===== config.mk =====
export PLATFORM = sky130hd
export DESIGN_NAME = ppsd_phy_core
export DESIGN_NICKNAME = d
export VERILOG_FILES = /design/src/hdl/ppsd_pkg.sv /design/src/hdl/ppsd_lfsr.sv /design/src/hdl/ppsd_phy_core.sv
export SDC_FILE = /design/constraint.sdc
export NUM_CORES = 1
export LEC_CHECK = 0
export ABC_CLOCK_PERIOD_IN_PS = 4200
export BUFFER_PORTS_ARGS = -buffer_cell sky130_fd_sc_hd__buf_2
export CORE_ASPECT_RATIO = 0.8
export CORE_MARGIN = 10
export CORE_UTILIZATION = 38
export DETAILED_ROUTE_END_ITERATION = 12
export PLACE_DENSITY = 0.57
export SYNTH_ARGS = -nofsm -noshare
export SYNTH_HDL_FRONTEND = slang
export SYNTH_SLANG_ARGS = --single-unit

===== constraint.sdc =====
create_clock -name clk -period 4.2 [get_ports clk]
set_clock_uncertainty 0.05 [all_clocks]
set_input_delay 0 -clock clk [delete_from_list [all_inputs] [get_ports clk]]
set_output_delay 0 -clock clk [all_outputs]
set_load 0.005 [all_outputs]

===== src/hdl/ppsd_pkg.sv =====
package ppsd_pkg;

    ////////////////////////////////////////////////////////////////////////////
    // Timing.
    localparam int unsigned CLK_HZ = 125_000_000;
    localparam int unsigned SD_HOLD_NS = 1200;
    localparam int unsigned SD_HOLD_CYC = SD_HOLD_NS * (CLK_HZ / 1_000_000) / 1000;
    localparam logic [7:0] SD_HOLD_LAST = 8'(SD_HOLD_CYC - 1);
    localparam logic [7:0] QUIET_MAX = 8'hff;
    localparam logic [1:0] SD_PULSE_LAST = 2'h1;
    localparam logic [2:0] SYM_LAST = 3'h4;
    localparam logic [2:0] TXC_HI_LAST = 3'h1;
    localparam logic [2:0] RXC_HI_FIRST = 3'h2;
    localparam logic [2:0] RXC_HI_LAST = 3'h3;
    localparam logic [4:0] REF_TIMEOUT = 5'h10;
    localparam logic [6:0] LOCK_MATCHES = 7'h3c;

    ////////////////////////////////////////////////////////////////////////////
    // Scrambler sequence.
    localparam int unsigned LFSR_W = 11;
    localparam int unsigned TAP_HI = 10;
    localparam int unsigned TAP_LO = 8;
    localparam logic [10:0] LFSR_SEED = 11'h7ff;

    ////////////////////////////////////////////////////////////////////////////
    // Register map: index times four is the byte address.
    localparam logic [7:0] IDX_BASIC = 8'h00;
    localparam logic [7:0] IDX_VENDOR = 8'h10;
    localparam logic [7:0] IDX_STATUS = 8'h1f;
    localparam logic [7:0] ADDR_BASIC = IDX_BASIC * 8'h04;
    localparam logic [7:0] ADDR_VENDOR = IDX_VENDOR * 8'h04;
    localparam logic [7:0] ADDR_STATUS = IDX_STATUS * 8'h04;
    localparam int unsigned BIT_CHIP_POWERDOWN_BIT = 11;
    localparam int unsigned BIT_SPEED = 13;
    localparam int unsigned BIT_RXPS = 0;
    localparam int unsigned BIT_TXHIZ = 12;
    localparam int unsigned BIT_ST_SD = 0;
    localparam int unsigned BIT_ST_LOCK = 1;
    localparam int unsigned BIT_ST_REF = 2;
    localparam int unsigned BIT_ST_FRAME = 3;
    localparam logic RST_CHIP_POWERDOWN_BIT = 1'b0;
    localparam logic RST_SPEED = 1'b1;
    localparam logic RST_RXPS = 1'b0;
    localparam logic RST_TXHIZ = 1'b0;

    ////////////////////////////////////////////////////////////////////////////
    // Synchroniser lanes.
    localparam int unsigned SY_NRZI = 0;
    localparam int unsigned SY_PULSE = 1;
    localparam int unsigned SY_MANCH = 2;
    localparam int unsigned SY_PRE = 3;
    localparam int unsigned SY_REF = 4;

    ////////////////////////////////////////////////////////////////////////////
    // Code groups, sent leftmost bit first.
    localparam logic [4:0] CG_IDLE = 5'h1f;
    localparam logic [4:0] CG_J = 5'h18;
    localparam logic [4:0] CG_K = 5'h11;
    localparam logic [4:0] CG_T = 5'h0d;
    localparam logic [4:0] CG_R = 5'h07;
    localparam logic [4:0] CG_H = 5'h04;
    localparam logic [3:0] NIB_PRE = 4'h5;

    typedef enum logic [1:0] {
        TX_IDLE = 2'b00,
        TX_K = 2'b01,
        TX_DATA = 2'b10,
        TX_R = 2'b11
    } ppsd_tx_e;

    // Maps a data nibble to its code group.
    function automatic logic [4:0] enc4b5b(input logic [3:0] n);
        logic [4:0] c;
        c = 5'h1e;
        case (n)
            4'h0: c = 5'h1e;
            4'h1: c = 5'h09;
            4'h2: c = 5'h14;
            4'h3: c = 5'h15;
            4'h4: c = 5'h0a;
            4'h5: c = 5'h0b;
            4'h6: c = 5'h0e;
            4'h7: c = 5'h0f;
            4'h8: c = 5'h12;
            4'h9: c = 5'h13;
            4'ha: c = 5'h16;
            4'hb: c = 5'h17;
            4'hc: c = 5'h1a;
            4'hd: c = 5'h1b;
            4'he: c = 5'h1c;
            default: c = 5'h1d;
        endcase
        return c;
    endfunction

    // Maps a code group back; bit 4 of the result is high for a data group.
    function automatic logic [4:0] dec5b4b(input logic [4:0] c);
        logic [4:0] r;
        r = 5'h00;
        for (int i = 0; i < 16; i++) begin
            if (enc4b5b(4'(i)) == c) begin
                r = {1'b1, 4'(i)};
            end
        end
        return r;
    endfunction

endpackage


===== src/hdl/ppsd_lfsr.sv =====
`timescale 1ns/100ps
module ppsd_lfsr (
    input wire logic clk,
    input wire logic rst_n,
    input wire logic step,
    input wire logic load,
    input wire logic load_bit,
    output logic key
);
    typedef struct packed {
        logic [ppsd_pkg::LFSR_W-1:0] sr;
    } ppsd_lfsr_s;

    ppsd_lfsr_s st_r;
    ppsd_lfsr_s st_nxt;

    // Key bit of the eleven-bit sequence x^11 + x^9 + 1.
    assign key = st_r.sr[ppsd_pkg::TAP_HI] ^ st_r.sr[ppsd_pkg::TAP_LO];

    // Each step shifts in the key, or an observed key bit while synchronising.
    always_comb begin
        st_nxt = st_r;
        if (step) begin
            st_nxt.sr = {st_r.sr[ppsd_pkg::LFSR_W-2:0], load ? load_bit : key};
        end
    end

    // State register.
    always_ff @(posedge clk) begin
        if (!rst_n) begin
            st_r.sr <= ppsd_pkg::LFSR_SEED;
        end else begin
            st_r <= st_nxt;
        end
    end
endmodule


===== src/hdl/ppsd_phy_core.sv =====
// The address map and the address-and-strobe port were chosen for this implementation.
`timescale 1ns/100ps
// Functional notes
// Power-down bit shuts all circuitry off; register access keeps working.
// Receive power-save powers receive circuits down without signal, up on detect; the code does so only in 100 Mb/s mode.
// Receive power-save stops receive clock while idle; only in 100 Mb/s mode.
// Transmit high-impedance floats line drivers and transmit clock with pull-up.
// Transmit high-impedance bit resets to zero; only reset clears it. The code also clears it on a register write of zero.
// Transmit serial clock is reference times five, or four fifths at 10 Mb/s.
// Signal detect after two valid pulses; threshold lowered, adaptive loops released.
// Detect drops after 1.2 us quiet at 100, without Manchester at 10.
// Recovery loop follows transmit clock until detect, then the line; the code switches to the line only in 100 Mb/s mode.
// At 10 Mb/s, preamble detection realigns the recovered clock phase at once.
// Transmit nibbles become code groups, are scrambled and serialised.
// Receive stream descrambled, aligned on start delimiter, decoded to nibbles.
// Received NRZI bits retimed, converted to NRZ before deserialising.
// Eleven-bit scrambler sequence; descrambler synchronises on idle code groups.
module ppsd_phy_core (
    input wire logic clk,
    input wire logic rst_n,
    input wire logic [7:0] reg_addr,
    input wire logic [15:0] reg_wdata,
    input wire logic reg_wr,
    input wire logic reg_rd,
    output logic [15:0] reg_rdata,
    input wire logic reference_clock_in_pin,
    input wire logic [3:0] mii_txd,
    input wire logic mii_tx_en,
    input wire logic mii_tx_er,
    output logic mii_tx_clk_o,
    output logic mii_tx_clk_oe_n,
    output logic mii_tx_clk_pullup_en,
    output logic mii_rx_clk,
    output logic [3:0] mii_rxd,
    output logic mii_rx_dv,
    output logic mii_rx_er,
    output logic line_tx_nrzi,
    output logic line_drv_oe_n,
    input wire logic line_rx_nrzi,
    input wire logic line_rx_pulse,
    input wire logic line_manchester_present,
    input wire logic line_preamble_seen,
    output logic core_power_on,
    output logic rx_circuit_power_on,
    output logic synth_mult_x5,
    output logic signal_detect,
    output logic sd_threshold_low,
    output logic adapt_release,
    output logic cdr_ref_from_line,
    output logic cdr_phase_realign
);
    typedef struct packed {
        logic chip_powerdown_bit;
        logic speed;
        logic rxps;
        logic txhiz;
        logic [15:0] rdata;
        logic [4:0] s1;
        logic [4:0] s2;
        logic ref_prev;
        logic pulse_prev;
        logic pre_prev;
        logic nrzi_prev;
        logic [4:0] ref_cnt;
        logic ref_alive;
        logic [1:0] pulse_cnt;
        logic sd;
        logic [7:0] sd_cnt;
        logic [7:0] quiet;
        logic realign;
        logic [2:0] tx_cnt;
        ppsd_pkg::ppsd_tx_e tx_st;
        logic [4:0] tx_grp;
        logic tx_line;
        logic tx_clk;
        logic [2:0] rx_cnt;
        logic [9:0] rx_sh;
        logic rx_lock;
        logic [6:0] lock_cnt;
        logic rx_frame;
        logic [3:0] rxd;
        logic rx_dv;
        logic rx_er;
        logic rx_clk;
    } ppsd_core_s;

    ppsd_core_s st_r;
    ppsd_core_s st_nxt;
    logic ref_edge;
    logic pulse_edge;
    logic pre_edge;
    logic tx_run;
    logic rx_pwr;
    logic rx_on;
    logic nrz;
    logic plain;
    logic tx_key;
    logic rx_key;
    logic [4:0] grp;
    logic [4:0] dec;

    ////////////////////////////////////////////////////////////////////////////
    // Edges of synchronised pins and operating conditions.
    assign ref_edge = st_r.s2[ppsd_pkg::SY_REF] & ~st_r.ref_prev;
    assign pulse_edge = st_r.s2[ppsd_pkg::SY_PULSE] & ~st_r.pulse_prev;
    assign pre_edge = st_r.s2[ppsd_pkg::SY_PRE] & ~st_r.pre_prev;
    assign tx_run = ~st_r.chip_powerdown_bit & st_r.speed & st_r.ref_alive;
    assign rx_pwr = ~st_r.chip_powerdown_bit & ~(st_r.rxps & st_r.speed & ~st_r.sd);
    assign rx_on = ~st_r.chip_powerdown_bit & st_r.speed & st_r.sd;
    assign nrz = st_r.s2[ppsd_pkg::SY_NRZI] ^ st_r.nrzi_prev;
    assign plain = nrz ^ rx_key;

    // Transmit scrambler and receive descrambler.
    ppsd_lfsr u_scr (
        .clk(clk),
        .rst_n(rst_n),
        .step(tx_run),
        .load(1'b0),
        .load_bit(1'b0),
        .key(tx_key)
    );

    ppsd_lfsr u_descr (
        .clk(clk),
        .rst_n(rst_n),
        .step(rx_on),
        .load(~st_r.rx_lock),
        .load_bit(~nrz),
        .key(rx_key)
    );

    ////////////////////////////////////////////////////////////////////////////
    // Next-state logic.
    always_comb begin
        grp = ppsd_pkg::CG_IDLE;
        dec = 5'h00;
        st_nxt = st_r;
        // Register writes and reads stay alive in power-down.
        st_nxt.rdata = 16'h0000;
        if (reg_wr && reg_addr == ppsd_pkg::ADDR_BASIC) begin
            st_nxt.chip_powerdown_bit = reg_wdata[ppsd_pkg::BIT_CHIP_POWERDOWN_BIT];
            st_nxt.speed = reg_wdata[ppsd_pkg::BIT_SPEED];
        end
        if (reg_wr && reg_addr == ppsd_pkg::ADDR_VENDOR) begin
            st_nxt.rxps = reg_wdata[ppsd_pkg::BIT_RXPS];
            st_nxt.txhiz = reg_wdata[ppsd_pkg::BIT_TXHIZ];
        end
        if (reg_rd) begin
            case (reg_addr)
                ppsd_pkg::ADDR_BASIC: begin
                    st_nxt.rdata[ppsd_pkg::BIT_CHIP_POWERDOWN_BIT] = st_r.chip_powerdown_bit;
                    st_nxt.rdata[ppsd_pkg::BIT_SPEED] = st_r.speed;
                end
                ppsd_pkg::ADDR_VENDOR: begin
                    st_nxt.rdata[ppsd_pkg::BIT_RXPS] = st_r.rxps;
                    st_nxt.rdata[ppsd_pkg::BIT_TXHIZ] = st_r.txhiz;
                end
                ppsd_pkg::ADDR_STATUS: begin
                    st_nxt.rdata[ppsd_pkg::BIT_ST_SD] = st_r.sd;
                    st_nxt.rdata[ppsd_pkg::BIT_ST_LOCK] = st_r.rx_lock;
                    st_nxt.rdata[ppsd_pkg::BIT_ST_REF] = st_r.ref_alive;
                    st_nxt.rdata[ppsd_pkg::BIT_ST_FRAME] = st_r.rx_frame;
                end
                default: st_nxt.rdata = 16'h0000;
            endcase
        end
        // Two-stage synchronisers and edge history.
        st_nxt.s1 = {reference_clock_in_pin, line_preamble_seen, line_manchester_present,
                     line_rx_pulse, line_rx_nrzi};
        st_nxt.s2 = st_r.s1;
        st_nxt.ref_prev = st_r.s2[ppsd_pkg::SY_REF];
        st_nxt.pulse_prev = st_r.s2[ppsd_pkg::SY_PULSE];
        st_nxt.pre_prev = st_r.s2[ppsd_pkg::SY_PRE];
        st_nxt.nrzi_prev = st_r.s2[ppsd_pkg::SY_NRZI];
        // The synthesiser runs only while reference edges keep arriving.
        if (ref_edge) begin
            st_nxt.ref_cnt = 5'h00;
            st_nxt.ref_alive = 1'b1;
        end else if (st_r.ref_cnt == ppsd_pkg::REF_TIMEOUT) begin
            st_nxt.ref_alive = 1'b0;
        end else begin
            st_nxt.ref_cnt = st_r.ref_cnt + 5'h01;
        end
        st_nxt.quiet = pulse_edge ? 8'h00 : (st_r.quiet == ppsd_pkg::QUIET_MAX) ? st_r.quiet : st_r.quiet + 8'h01;
        // Signal qualification; a power-down write clears detect at the same edge.
        if (st_nxt.chip_powerdown_bit) begin
            st_nxt.sd = 1'b0;
            st_nxt.pulse_cnt = 2'h0;
        end else if (!st_r.sd) begin
            if (pulse_edge && st_r.pulse_cnt == ppsd_pkg::SD_PULSE_LAST) begin
                st_nxt.sd = 1'b1;
                st_nxt.sd_cnt = 8'h00;
            end else if (pulse_edge) begin
                st_nxt.pulse_cnt = st_r.pulse_cnt + 2'h1;
            end
        end else if (!st_r.speed) begin
            if (!st_r.s2[ppsd_pkg::SY_MANCH]) begin
                st_nxt.sd = 1'b0;
                st_nxt.pulse_cnt = 2'h0;
            end
        end else if (pulse_edge) begin
            st_nxt.sd_cnt = 8'h00;
        end else if (st_r.sd_cnt == ppsd_pkg::SD_HOLD_LAST) begin
            st_nxt.sd = 1'b0;
            st_nxt.pulse_cnt = 2'h0;
        end else begin
            st_nxt.sd_cnt = st_r.sd_cnt + 8'h01;
        end
        st_nxt.realign = ~st_r.chip_powerdown_bit & ~st_r.speed & pre_edge;
        // Transmit: one code bit per cycle, five per nibble.
        if (!tx_run) begin
            st_nxt.tx_cnt = 3'h0;
            st_nxt.tx_st = ppsd_pkg::TX_IDLE;
            st_nxt.tx_grp = ppsd_pkg::CG_IDLE;
            st_nxt.tx_clk = 1'b0;
        end else begin
            if (st_r.tx_grp[4] ^ tx_key) begin
                st_nxt.tx_line = ~st_r.tx_line;
            end
            if (st_r.tx_cnt == ppsd_pkg::SYM_LAST) begin
                st_nxt.tx_cnt = 3'h0;
                case (st_r.tx_st)
                    ppsd_pkg::TX_IDLE: begin
                        grp = mii_tx_en ? ppsd_pkg::CG_J : ppsd_pkg::CG_IDLE;
                        st_nxt.tx_st = mii_tx_en ? ppsd_pkg::TX_K : ppsd_pkg::TX_IDLE;
                    end
                    ppsd_pkg::TX_K: begin
                        grp = ppsd_pkg::CG_K;
                        st_nxt.tx_st = ppsd_pkg::TX_DATA;
                    end
                    ppsd_pkg::TX_DATA: begin
                        if (!mii_tx_en) begin
                            grp = ppsd_pkg::CG_T;
                            st_nxt.tx_st = ppsd_pkg::TX_R;
                        end else begin
                            grp = mii_tx_er ? ppsd_pkg::CG_H : ppsd_pkg::enc4b5b(mii_txd);
                        end
                    end
                    ppsd_pkg::TX_R: begin
                        grp = ppsd_pkg::CG_R;
                        st_nxt.tx_st = ppsd_pkg::TX_IDLE;
                    end
                    default: st_nxt.tx_st = ppsd_pkg::TX_IDLE;
                endcase
                st_nxt.tx_grp = grp;
            end else begin
                st_nxt.tx_cnt = st_r.tx_cnt + 3'h1;
                st_nxt.tx_grp = {st_r.tx_grp[3:0], 1'b0};
            end
            st_nxt.tx_clk = st_nxt.tx_cnt <= ppsd_pkg::TXC_HI_LAST;
        end
        // Receive clock divider stops while receive circuits sleep.
        if (!rx_pwr) begin
            st_nxt.rx_cnt = 3'h0;
        end else begin
            st_nxt.rx_cnt = (st_r.rx_cnt == ppsd_pkg::SYM_LAST) ? 3'h0 : st_r.rx_cnt + 3'h1;
        end
        // Receive datapath: descrambler lock, alignment and decoding.
        if (!rx_on) begin
            st_nxt.rx_lock = 1'b0;
            st_nxt.lock_cnt = 7'h00;
            st_nxt.rx_frame = 1'b0;
            st_nxt.rx_dv = 1'b0;
            st_nxt.rx_er = 1'b0;
        end else begin
            if (!st_r.rx_lock) begin
                if (~nrz == rx_key) begin
                    st_nxt.lock_cnt = st_r.lock_cnt + 7'h01;
                    st_nxt.rx_lock = st_r.lock_cnt == ppsd_pkg::LOCK_MATCHES;
                end else begin
                    st_nxt.lock_cnt = 7'h00;
                end
            end
            st_nxt.rx_sh = {st_r.rx_sh[8:0], plain};
            if (!st_r.rx_frame) begin
                if (st_r.rx_cnt == ppsd_pkg::SYM_LAST) begin
                    st_nxt.rx_er = 1'b0;
                end
                if (st_r.rx_lock && {st_r.rx_sh[8:0], plain} == {ppsd_pkg::CG_J, ppsd_pkg::CG_K}) begin
                    st_nxt.rx_frame = 1'b1;
                    st_nxt.rx_cnt = 3'h0;
                    st_nxt.rxd = ppsd_pkg::NIB_PRE;
                    st_nxt.rx_dv = 1'b1;
                    st_nxt.rx_er = 1'b0;
                end
            end else if (st_r.rx_cnt == ppsd_pkg::SYM_LAST) begin
                grp = {st_r.rx_sh[3:0], plain};
                dec = ppsd_pkg::dec5b4b(grp);
                if (grp == ppsd_pkg::CG_T || grp == ppsd_pkg::CG_IDLE) begin
                    st_nxt.rx_frame = 1'b0;
                    st_nxt.rx_dv = 1'b0;
                    st_nxt.rx_er = grp == ppsd_pkg::CG_IDLE;
                end else begin
                    st_nxt.rxd = dec[3:0];
                    st_nxt.rx_er = ~dec[4];
                end
            end
        end
        st_nxt.rx_clk = rx_pwr && st_nxt.rx_cnt >= ppsd_pkg::RXC_HI_FIRST && st_nxt.rx_cnt <= ppsd_pkg::RXC_HI_LAST;
    end

    // State register; reset clears the high-impedance bit among the rest.
    always_ff @(posedge clk) begin
        if (!rst_n) begin
            st_r <= '0;
            st_r.speed <= ppsd_pkg::RST_SPEED;
            st_r.chip_powerdown_bit <= ppsd_pkg::RST_CHIP_POWERDOWN_BIT;
            st_r.rxps <= ppsd_pkg::RST_RXPS;
            st_r.txhiz <= ppsd_pkg::RST_TXHIZ;
            st_r.tx_grp <= ppsd_pkg::CG_IDLE;
        end else begin
            st_r <= st_nxt;
        end
    end

    ////////////////////////////////////////////////////////////////////////////
    // Outputs.
    assign reg_rdata = st_r.rdata;
    assign mii_tx_clk_o = st_r.tx_clk;
    assign mii_tx_clk_oe_n = st_r.txhiz | st_r.chip_powerdown_bit;
    assign mii_tx_clk_pullup_en = st_r.txhiz;
    assign line_drv_oe_n = st_r.txhiz | ~tx_run;
    assign line_tx_nrzi = st_r.tx_line;
    assign mii_rx_clk = st_r.rx_clk;
    assign mii_rxd = st_r.rxd;
    assign mii_rx_dv = st_r.rx_dv;
    assign mii_rx_er = st_r.rx_er;
    assign core_power_on = ~st_r.chip_powerdown_bit;
    assign rx_circuit_power_on = rx_pwr;
    assign synth_mult_x5 = st_r.speed;
    assign signal_detect = st_r.sd;
    assign sd_threshold_low = st_r.sd;
    assign adapt_release = st_r.sd;
    assign cdr_ref_from_line = st_r.sd & st_r.speed;
    assign cdr_phase_realign = st_r.realign;
endmodule


Word level (Yosys, flattened, before mapping)
Memory sizes are Yosys's and may differ from the RTL's.
Index checks and enable logic that the tools add are counted.
{"block": "totals", "regBits": 115, "latchBits": 0, "ramBits": 0, "mem_bits_ro": 80, "input_bits": 39, "output_inout_bits": 36, "word_cells": 258, "memories": 1}
{"block": "op_classes", "addsub": 6, "n_mul": 0, "n_div": 0, "n_lt_le_gt_ge": 3, "eq_ne": 41, "shift": 0, "muxes": 109, "n_bitwise": 32, "n_reduce_logical": 29}
{"memory": "(no name shown)", "words": 16, "word_bits": 5, "rd": 1, "rd_ports_with_merged_regs": 0, "write_ports": 0, "line": "ppsd_pkg.sv:75", "text": "case (n)"}
{"operator": "$mux W5", "count": 70}
{"operator": "$eq A5 B5 Y1", "count": 16}
{"operator": "$mux W3", "count": 11}
{"operator": "$mux W8", "count": 4}
{"operator": "$mux W7", "count": 4}
{"operator": "$pmux W5 S4", "count": 1}
{"operator": "$eq A8 B7 Y1 const B", "count": 2}
{"operator": "$mux W13", "count": 1}
{"operator": "$not A1 Y1", "count": 13}
{"operator": "$and A1 B1 Y1", "count": 12}
{"operator": "$reduce_and A2 Y1", "count": 6}
{"operator": "$reduce_and A3 Y1", "count": 4}
{"operator": "$mux W11", "count": 1}
{"operator": "$eq A10 B10 Y1 const B", "count": 1}
{"operator": "$eq A5 B5 Y1 const B", "count": 2}
{"operator": "$reduce_bool A2 Y1", "count": 5}
{"operator": "$mux W1", "count": 9}
{"operator": "$mux W9", "count": 1}
{"operator": "$add A8 B1 Y8 const B", "count": 1}
{"operator": "$eq A8 B8 Y1 const B", "count": 1}
{"operator": "$logic_not A8 Y1", "count": 1}
{"operator": "$mux W2", "count": 4}
{"operator": "$pmux W2 S4", "count": 1}
{"operator": "$reduce_and A4 Y1", "count": 2}
{"operator": "other kinds (26)", "count": 47}

Depth between registers and ports, before layout
Gate-level depths: netlist of the first run.
{"block": "depth", "ltp_word": 28, "depth_mapped": 7, "depth_no_buf": 7}

By module
From an unflattened synthesis of the first run, not the netlist that was laid out.
{"block": "hier_totals", "hier_cells": 518, "hier_area_um2": 4670.7}
{"mod": "ppsd_phy_core", "n_inst": 1, "cells_per_inst": 440, "area_each_um2": 3842.4, "seq_area_each_um2": 1661.6}
{"mod": "ppsd_lfsr", "n_inst": 2, "cells_per_inst": 39, "area_each_um2": 414.1, "seq_area_each_um2": 220.2}

Worst setup path before layout of the first run
OpenSTA, ideal clock, no wires.
{"block": "synth_timing", "path_type": "register -> register", "startpoint": "register st_r[51] (netlist bit)", "endpoint": "register st_r[51] (netlist bit)", "setup_ns": 0.071, "arrival_time_ns": 1.682, "required_time_ns": 4.079, "path_slack_ns": 2.397, "path_stages_with_launch": 8, "path_buffers": 0, "period_less_slack_ns": 1.803, "cell_sequence": "dfxtp_1 inv_1 ha_1 and4b_1 and4_1 o21bai_1 or4_1 a21oi_1"}
{"block": "synth_via", "elab_chain_cells": 5, "word_cells_on_any_way": 8, "classes_between": "add/sub (1); eq/ne (2); mux (4); reduce/logical (1)"}
{"element": "start, declared", "line": "ppsd_phy_core.sv:87", "text": "ppsd_core_s st_r;"}
{"element": "start signal, assigned", "line": "ppsd_phy_core.sv:312", "text": "st_r <= st_nxt;"}
{"element": "$add A8 B1 Y8", "line": "ppsd_phy_core.sv:207", "text": "st_nxt.sd_cnt = st_r.sd_cnt + 8'h01;"}
{"element": "$mux W8", "line": "ppsd_phy_core.sv:203", "text": "end else if (st_r.sd_cnt == ppsd_pkg::SD_HOLD_LAST) begin"}
{"element": "$mux W8", "line": "ppsd_phy_core.sv:201", "text": "end else if (pulse_edge) begin"}
{"element": "$mux W8", "line": "ppsd_phy_core.sv:196", "text": "end else if (!st_r.speed) begin"}
{"element": "$mux W11", "line": "ppsd_phy_core.sv:189", "text": "end else if (!st_r.sd) begin"}
Parallel ways exist; a longest one is shown, timed or not. The select of a mux whose other input is x is not followed.
A chain may end at the register's enable or synchronous reset.

Final worst setup path of the first run
{"block": "layout_timing", "startpoint": "register st_r (netlist bit adapt_release)", "endpoint": "register st_r (netlist bit mii_rxd[2])"}
{"block": "layout_via", "elab_chain_cells": 2}
{"element": "$and A1 B1 Y1", "line": "ppsd_phy_core.sv:109", "text": "assign rx_on = ~st_r.chip_powerdown_bit & st_r.speed & st_r.sd;"}
{"element": "$reduce_and A4 Y1 (no line)"}
Every way passes these cells.

==> flow_summary.ini, run 1 <==
[yosys]
synth-compound-area-share_pct = 11.9
synth_adder_area_share_pct = 3.79
synth_common_cells = 105 x dfxtp_1, 90 x nand2_1, 41 x nor2_1, 36 x nand3_1
synth_edf_count = 0
avgSynthCellArea_um2 = 8.57
synth-async-reset-ratio_pct = 0
muxShareOfSynthArea_pct = 1.84
synth.distinct_cells = 60
synth-simple-area-share_pct = 25.4
synthFlopType = dfxtp_1
synth_xor_area_share_pct = 4.16
postSynthCellCount = 540
yosysMostFrequentCell = dfxtp_1
synth_top_family_by_area = simple AND/OR/NAND/NOR gates
yosys.area.top_type = dfxtp_1
ys_warn_count = 0
synth_seq_cells = 105
synth_area_leaders = dfxtp_1 45%, nand2_1 7.3%, nand3_1 3.9%
syn_area_um2 = 4630
synth_top_area_share_pct = 45.4
yosysSeqAreaShare_pct = 45.4

[floorplan]
rows = 35
design.core.area_um2 = 11700
io_pins = 75
start_util_pct = 39.6
die_x_um = 143
die_h_um = 119
dieArea_um2 = 17000

[grt]
grt_max_degree = 38
grt_pass1_vias = 3508
grt_overflow = 0
track_usage_pct = 11.8
grt_first_pass_wirelength_um = 16900
antenna_found_initial = 0

[clock_tree]
cts_max_level = 3
cts.sinks = 105
cts_resized = 0
cts_tree = yes
cts_made_buffers = 9
cts_max_path_buffers = 2
clk_latency_ps = 340
clkSlewWorstSetupHoldPaths_ps = 70
cts_root_buffer = clkbuf_16

[sta]
grt_setup_unrepaired = false
hold_violations = 0
fin_ws_ps = 1530
period_minus_slack_ps = 2670
setup-violations-final = 0
fin_tns_setup_ps = 0
slew_headroom_pct = 45.8
worst_pin_slew_ps = 808
period_share_pct = 63.7
fmax_ghz = 0.374
slew_violations = 0

[finish]
synthToLayoutAreaGrowth_pct = 15.6
drive_gt1_share_pct = 13.6
post-route-util_pct = 45.8
layoutNonFillerInstCount = 737
final_area_um2 = 5350
nFillCells = 1132
diodes = 0
final_net_count = 637

[worst_setup_path]
crit_arrival_ps = 2850
required_ps = 4380
cp-end-kind = flip-flop
cp_cell_sequence = nand3_1 -> a211oi_1 -> o21ai_0 -> o311a_1
critPathMaxFanout = 20
rrSetupSlack_ps = 1530
cp_slowest_cell = a211oi_1
critPathLaunchType = flip-flop
crit_type = reg -> reg
slowest_delay_ps = 870

[power]
pwr_density_cell_nw_per_um2 = 385
p_leak_nw = 2.23
vdd_drop_max_uv = 210

[drt]
ant_nets = 0
dr.pass1.iters = 5
routed_wl_um = 9960
drt-initial-drc-count = 298
drt-vias-per-instance = 5.02
drc = 0
vias = 3697
avgRoutedWirePerCell_um = 13.5

[placed_design]
gp_congestion = 0.835
dp_cells = 706
pre_cts_ws_ps = 1560
dp_hpwl_um = 7030
place_area_um2 = 4870
port_buffers = 53

[flow_run]
cap_violations = 0

[worst_hold_path]
holdCritPathClass = in -> reg

[run_status]
outcome = finished clean
-- power breakdown --
group | switching [mW] | internal [mW]
Clock | 0.369 | 0.541
Sequential | 0.0140 | 1.02
Combinational | 0.0665 | 0.0496
-- layout by cell type, fill, tap and decap left out, types with 3 or more instances in the layout --
master and count:
nor3b_1 4, xnor2_1 14, clkbuf_16 9, nand2b_1 8, nor2_1 41, buf_2 53
clkinv_4 3, o311a_1 3, a21oi_1 24, o211ai_1 5, nand3_1 36, nand3b_1 3
xor2_1 8, a211oi_1 3, mux2i_1 7, and3_1 4, nand2_1 90, nor3_1 9
and2_1 20, nand4_1 6, dlygate4sd3_1 15, conb_1 9, o21ai_0 13, a311oi_1 3
inv_1 24, ha_1 14, a31oi_1 5, a41o_1 3, dfxtp_1 105
-- per-stage QoR --
step | power [mW] | hold WS (ps)
2_1_floorplan | 1.13 | 26.7
3_5_place_dp | 1.16 | 160
4_1_cts | 2.08 | 27.3
3_3_place_gp | 1.16 | 159
6_report | 2.06 | 25.9
5_1_grt | 2.14 | 44.6
-- flip-flops by register name, indices dropped and copies added (netlist names) --
name	count
st_r	54
u_descr.st_r	11
u_scr.st_r	11
st_nxt	9
reg_rdata	7
mii_rxd	4
adapt_release	1
cdr_phase_realign	1
line_tx_nrzi	1
mii_rx_clk	1
mii_rx_dv	1
mii_rx_er	1
mii_tx_clk_o	1
mii_tx_clk_pullup_en	1
synth_mult_x5	1
-- worst paths after layout --
kind,startpoint,to,depth (start not counted)
max,adapt_release,mii_rxd[2],4
min,rst_n,u_descr.st_r[8],2
max reg2reg,adapt_release,mii_rxd[2],4
min reg2reg,st_r[68],cdr_phase_realign,1
-- area by class of cell --
type	instances	area [um2]	share of cell area, %
Multi-Input combinational cell	374	2210	41.3
Sequential cell	105	2100	39.3
Timing Repair Buffer	70	430	8.04
Clock inverter	6	91.3	1.71
Inverter	24	90.1	1.68
Tap cell	148	185	3.46
Clock buffer	10	239	4.47
-- what timing repair did --
action,CTS,global route
setup buffers,0,0
hold buffers,15,0
endpoints found under the hold margin,11,0
-- cell families after synthesis --
logic type | count (synthesis)
AND/OR/NAND/NOR | 240
flip-flops | 105
AO/OA/AOI/OAI | 81
buffers and inverters | 69
XOR/XNOR | 22
adder cells (fa/ha/maj) | 14
multiplexers | 8
other | 1
-- routing by layer --
metal	vias to the layer above	track usage, %	wire length [um]
met4	0	3.76	131
li1	1901	-	-
met5	-	0	0
met3	9	4.20	738
met2	94	17.3	4130
met1	1693	15.7	4960
-- critical path: cells and delay by family, from the launching register on --
family	cells	cell delay, ps
AO/OA/AOI/OAI	3	1240
AND/OR/NAND/NOR	1	640
flip-flops	1	630
No activity file was read; power rests on OpenSTA's default activity.
==> run 2: changes to the inputs <==
ABC_AREA = 1   (was default)
ABC_CLOCK_PERIOD_IN_PS = 2700   (was 4200)
clock period = 2.7 ns   (was 4.2 ns; I/O delays follow)
==> run 2 against run 1 <==
Net effect: synthesized area increased by 5.6%; die area is 4.7% higher; first-iteration DRC count fell by 27%; critical endpoint is now synth_mult_x5; sequential cell count did not move; power is 53% higher.
==> flow_summary.ini, run 2 <==
[worst_hold_path]
holdPathStages = 4
hp-start = reg_addr[0]
holdCritPathClass = in -> reg
min_to = reg_rdata[0]

[yosys]
synth.distinct_cells = 42
ys_warn_count = 0
synth-compound-area-share_pct = 9.45
postSynthCellCount = 672
synth_seq_cells = 105
muxShareOfSynthArea_pct = 0
synth_common_cells = 146 x nand2_1, 105 x dfxtp_1, 85 x inv_1, 83 x nor2_1, 63 x nand3_1
syn_area_um2 = 4880
yosysSeqAreaShare_pct = 43.0
synth_top_area_share_pct = 43.0
synth_area_leaders = dfxtp_1 43%, nand2_1 11%, inv_1 6.5%
synth_top_family_by_area = simple AND/OR/NAND/NOR gates
yosys.area.top_type = dfxtp_1
synth_xor_area_share_pct = 1.79
synthFlopType = dfxtp_1
synth_adder_area_share_pct = 3.59
synth-async-reset-ratio_pct = 0
synth_edf_count = 0
avgSynthCellArea_um2 = 7.27
yosysMostFrequentCell = nand2_1
synth-simple-area-share_pct = 30.2

[finish]
layoutNonFillerInstCount = 908
post-route-util_pct = 46.1
most-common-layout-cells = 146 x nand2_1, 105 x dfxtp_1, 85 x inv_1
regArea_um2 = 2100
final_net_count = 785
nFillCells = 1243
diodes = 0
top_regs = st_r x54, u_descr.st_r x11, u_scr.st_r x11
largest_reg_flops = 54
largest_register = st_r
drive_gt1_share_pct = 13.7
synthToLayoutAreaGrowth_pct = 17.0
final_common_cell = nand2_1
multi_input_area_um2 = 2240

[clock_tree]
clkSlewWorstSetupHoldPaths_ps = 70
cts_tree = yes
cts_root_buffer = clkbuf_16
cts_made_buffers = 9
clk_latency_ps = 340
cts_max_level = 3
cts_max_path_buffers = 2
cts.sinks = 105

[worst_setup_path]
critPathMaxFanout = 4
cp-end-kind = flip-flop
crit_type = in -> reg
r2r_start = adapt_release
crit_arrival_ps = 2830
r2r_end = mii_rxd[3]
required_ps = 2940
rrSetupSlack_ps = 930
critPathLaunchType = primary input
reg2reg_depth = 8

[floorplan]
dieArea_um2 = 17800
die_h_um = 121
rows = 36
start_util_pct = 39.4
die_x_um = 147
design.core.area_um2 = 12400
io_pins = 75

[flow_run]
cap_violations = 0

[placed_design]
dp_cells = 872
gp_congestion = 0.887
dp_hpwl_um = 7950
port_buffers = 53

[power]
vdd_drop_max_uv = 325
p_leak_nw = 2.66
finalPower_mw = 3.14
pwr_density_cell_nw_per_um2 = 550

[grt]
grt_max_degree = 26
track_usage_pct = 12.4
grt_first_pass_wirelength_um = 18500
grt_pass1_vias = 3996
grt_overflow = 0
antenna_found_initial = 0

[drt]
drt-met1-wl_um = 5180
dr_wl_met2_um = 4890
drt-initial-drc-count = 217
avgRoutedWirePerCell_um = 11.8
dr.pass1.iters = 4
ant_nets = 0
drc = 0
routed_wl_um = 10700
top_layer = met4
vias = 4257
drt-vias-per-instance = 4.69
dr_wl_met3_um = 490

[sta]
grt_setup_unrepaired = false
fin_tns_setup_ps = 0
timing.hold.ws_ps = 21.1
period_share_pct = 96.1
slew_violations = 0
setup-violations-final = 0
hold_violations = 0
slew_headroom_pct = 65.7
fmax_ghz = 0.385
worst_pin_slew_ps = 513
period_minus_slack_ps = 2600

[run_status]
outcome = finished clean
run 2: layer usage:
metal / track usage (%) / vias to the layer above
li1: - / 2228
met1: 15.4 / 1934
met2: 20.1 / 70
met3: 3.50 / 25
met4: 4.68 / 0
met5: 0 / -
run 2: layout make-up:
| cell class | instances | share of cell area [%] |
|---|---|---|
| Clock buffer | 12 | 4.49 |
| Clock inverter | 4 | 0.898 |
| Inverter | 91 | 6.02 |
| Multi-Input combinational cell | 447 | 39.3 |
| Sequential cell | 105 | 36.8 |
| Tap cell | 171 | 3.75 |
| Timing Repair Buffer | 78 | 8.76 |
run 2: critical path: stages:
cell           delay [ps]
dlygate4sd3_1         530
buf_2                 120
or2_1                 190
dlygate4sd3_1         590
nor2_4                140
nand3_2                80
dlygate4sd3_1         560
nand3_1                80
dlygate4sd3_1         550
run 2: how the worst max path moves through the flow:
stage / from / end / slack [ps] / cells after the start
after floorplan: st_r[50] / st_r[51] / 1270 / 10
after CTS: reg_addr[6] / synth_mult_x5 / 90 / 9
final: reg_addr[6] / synth_mult_x5 / 100 / 9
after global placement: adapt_release / mii_rxd[0] / 960 / 7
after detailed placement: adapt_release / mii_rxd[3] / 930 / 8
after global routing: reg_addr[6] / synth_mult_x5 / 20 / 9
run 2: cells by family after synthesis:
family	count (synthesis)
other cells	1
fa+ha+maj	14
xor+xnor	10
simple gates	332
buf+inv	128
compound gates	82
flops	105
run 2: power by group:
part / internal, mW / total (mW) / switching, mW
registers: 1.59 / 1.61 / 0.0226
logic: 0.0818 / 0.201 / 0.120
clock network: 0.770 / 1.33 / 0.563
total: 2.44 / 3.14 / 0.705
run 2: metrics by stage:
step           setup slack (ps)  cell area, um2
6_report                    104            5710
5_1_grt                    22.8            5710
4_1_cts                    85.4            5700
3_5_place_dp                932            5200
3_3_place_gp                959            5200
2_1_floorplan              1270            4910
run 2: what timing repair did:
action,CTS,global route
endpoints found under the hold margin,16,0
resized for setup,0,2
setup endpoints to repair,0,1
buffers inserted,0,1
hold buffers,19,0
==> run 3: changes to the inputs <==
--- a/config.mk
+++ b/config.mk
@@ -6,5 +6,5 @@
 export NUM_CORES = 1
 export LEC_CHECK = 0
-export ABC_AREA = 1
+export ABC_AREA = 0
 export ABC_CLOCK_PERIOD_IN_PS = 2700
 export BUFFER_PORTS_ARGS = -buffer_cell sky130_fd_sc_hd__buf_2
==> constraint.sdc (replaced) <==
create_clock -name clk -period 2.7 [get_ports clk]
set_clock_uncertainty 0.05 [all_clocks]
set_input_delay 0.135 -clock clk [delete_from_list [all_inputs] [get_ports clk]]
set_output_delay 0.135 -clock clk [all_outputs]
set_load 0.005 [all_outputs]
==> run 3 against run 2 <==
Net effect: die area is 4.5% lower; utilization shrank 0.086 points; design area shrank 5.8%; worst setup slack better by 580 ps; first-iteration DRC count up 25%; worst hold slack better by 49 ps; final cell count decreased by 18%; global-route usage fell by 0.87 points; register-to-register slack worse by 240 ps; wire length shrank 8.0%; critical endpoint is now st_r[57]; largest cell class unchanged; largest power group unchanged.
==> flow_summary.ini, run 3 (synthesis results as in run 1) <==
[run_status]
outcome = finished clean

[grt]
grt_first_pass_wirelength_um = 16500
grt_pass1_vias = 3454
antenna_found_initial = 0
track_usage_pct = 11.5
grt_max_degree = 28
grt_overflow = 0

[finish]
post-route-util_pct = 46.0
nFillCells = 1117
most-common-layout-cells = 105 x dfxtp_1, 90 x nand2_1, 53 x buf_2
top_regs = st_r x54, u_descr.st_r x11, u_scr.st_r x11
regArea_um2 = 2100
final_net_count = 641
multi_input_area_um2 = 2210
drive_gt1_share_pct = 14.8
diodes = 0
largest_reg_flops = 54
largest_register = st_r
final_common_cell = dfxtp_1
synthToLayoutAreaGrowth_pct = 16.3

[sta]
setup-violations-final = 0
slew_violations = 0
hold_violations = 0
fmax_ghz = 0.495
period_share_pct = 74.7
slew_headroom_pct = 50.4
period_minus_slack_ps = 2020
worst_pin_slew_ps = 723
grt_setup_unrepaired = false
fin_tns_setup_ps = 0

[drt]
vias = 3735
drc = 0
dr.pass1.iters = 4
drt-vias-per-instance = 5.04
ant_nets = 0
routed_wl_um = 9880
drt-initial-drc-count = 271
avgRoutedWirePerCell_um = 13.3

[power]
p_leak_nw = 2.25
vdd_drop_max_uv = 286
pwr_density_cell_nw_per_um2 = 610

[floorplan]
die_h_um = 119
design.core.area_um2 = 11700
rows = 35
dieArea_um2 = 17000
io_pins = 75
start_util_pct = 39.6
die_x_um = 143

[placed_design]
dp_hpwl_um = 7140
gp_congestion = 0.808
port_buffers = 53

[worst_hold_path]
holdCritPathClass = in -> reg

[clock_tree]
cts_max_level = 3
clkSlewWorstSetupHoldPaths_ps = 70
cts.sinks = 105
cts_tree = yes
cts_root_buffer = clkbuf_16
clk_latency_ps = 340
cts_made_buffers = 9
cts_max_path_buffers = 2

[worst_setup_path]
rrSetupSlack_ps = 690
crit_type = in -> reg
crit_arrival_ps = 2200
required_ps = 2890
cp-end-kind = flip-flop
critPathMaxFanout = 9
critPathLaunchType = primary input

[flow_run]
cap_violations = 0
## run 3: cell count changes in the layout (fill, tap and decap cells not counted), moves of 5 or more
cell / delta
a21oi_1: -14
inv_1: -61
nand3_1: -26
o21ai_0: -12
nand2b_1: +8
and2_1: +20
mux2i_1: +7
buf_4: +5
dlygate4sd3_1: -9
xnor2_1: +11
nor2_1: -42
nand2_1: -56
## run 3: timing repair
item,CTS,global route
endpoints found under the hold margin,10,0
hold buffers,10,0
gates resized for setup,0,0
buffers inserted,0,0
## run 3: per-layer routing
| layer | vias to the layer above | GRT usage [%] | part of all wire, % |
|---|---|---|---|
| met4 | 0 | 3.76 | 1.2 |
| met3 | 9 | 3.84 | 7.2 |
| li1 | 1904 | - | - |
| met2 | 91 | 16.8 | 41 |
| met5 | - | 0 | 0 |
| met1 | 1731 | 15.6 | 50 |
## run 3: per-stage QoR
stage / instance area [um2] / setup WS (ps) / std cells / total power [mW] / hold slack [ps]
2_1_floorplan: 4660 / 897 / 548 / 1.76 / 162
5_1_grt: 5380 / 503 / 741 / 3.42 / 70.7
4_1_cts: 5380 / 678 / 741 / 3.32 / 55.2
6_report: 5380 / 682 / 741 / 3.28 / 70.0
3_3_place_gp: 4940 / 625 / 715 / 1.81 / 291
3_5_place_dp: 4940 / 623 / 715 / 1.82 / 294
## run 3: path summary, 6_finish.rpt
check	startpoint	end	depth (start not counted)
max	reg_addr[6]	st_r[57]	6
min	reg_addr[2]	reg_rdata[3]	3
max reg2reg	st_r[51]	st_r[54]	7
min reg2reg	st_r[68]	cdr_phase_realign	1
## run 3: where the power goes
| part | internal (mW) | leakage, nW | switching, mW | total (mW) |
|---|---|---|---|---|
| sequential | 1.58 | 0.853 | 0.0208 | 1.61 |
| clock | 0.930 | 0.166 | 0.560 | 1.49 |
| combinational | 0.0806 | 1.23 | 0.106 | 0.186 |
## run 3: final cells by class
type	count	area share, %
multi-input combinational	374	41.1
sequential	105	39.1
timing repair buffer	74	8.32
clock buffer	11	4.51
tap	148	3.44
clock inverter	5	1.91
inverter	24	1.67
## run 3: worst max-delay path: stages
cell	delay [ps]
dlygate4sd3_1	530
buf_2	150
nand4b_2	280
mux2i_1	620
o211ai_1	190
a32o_1	290
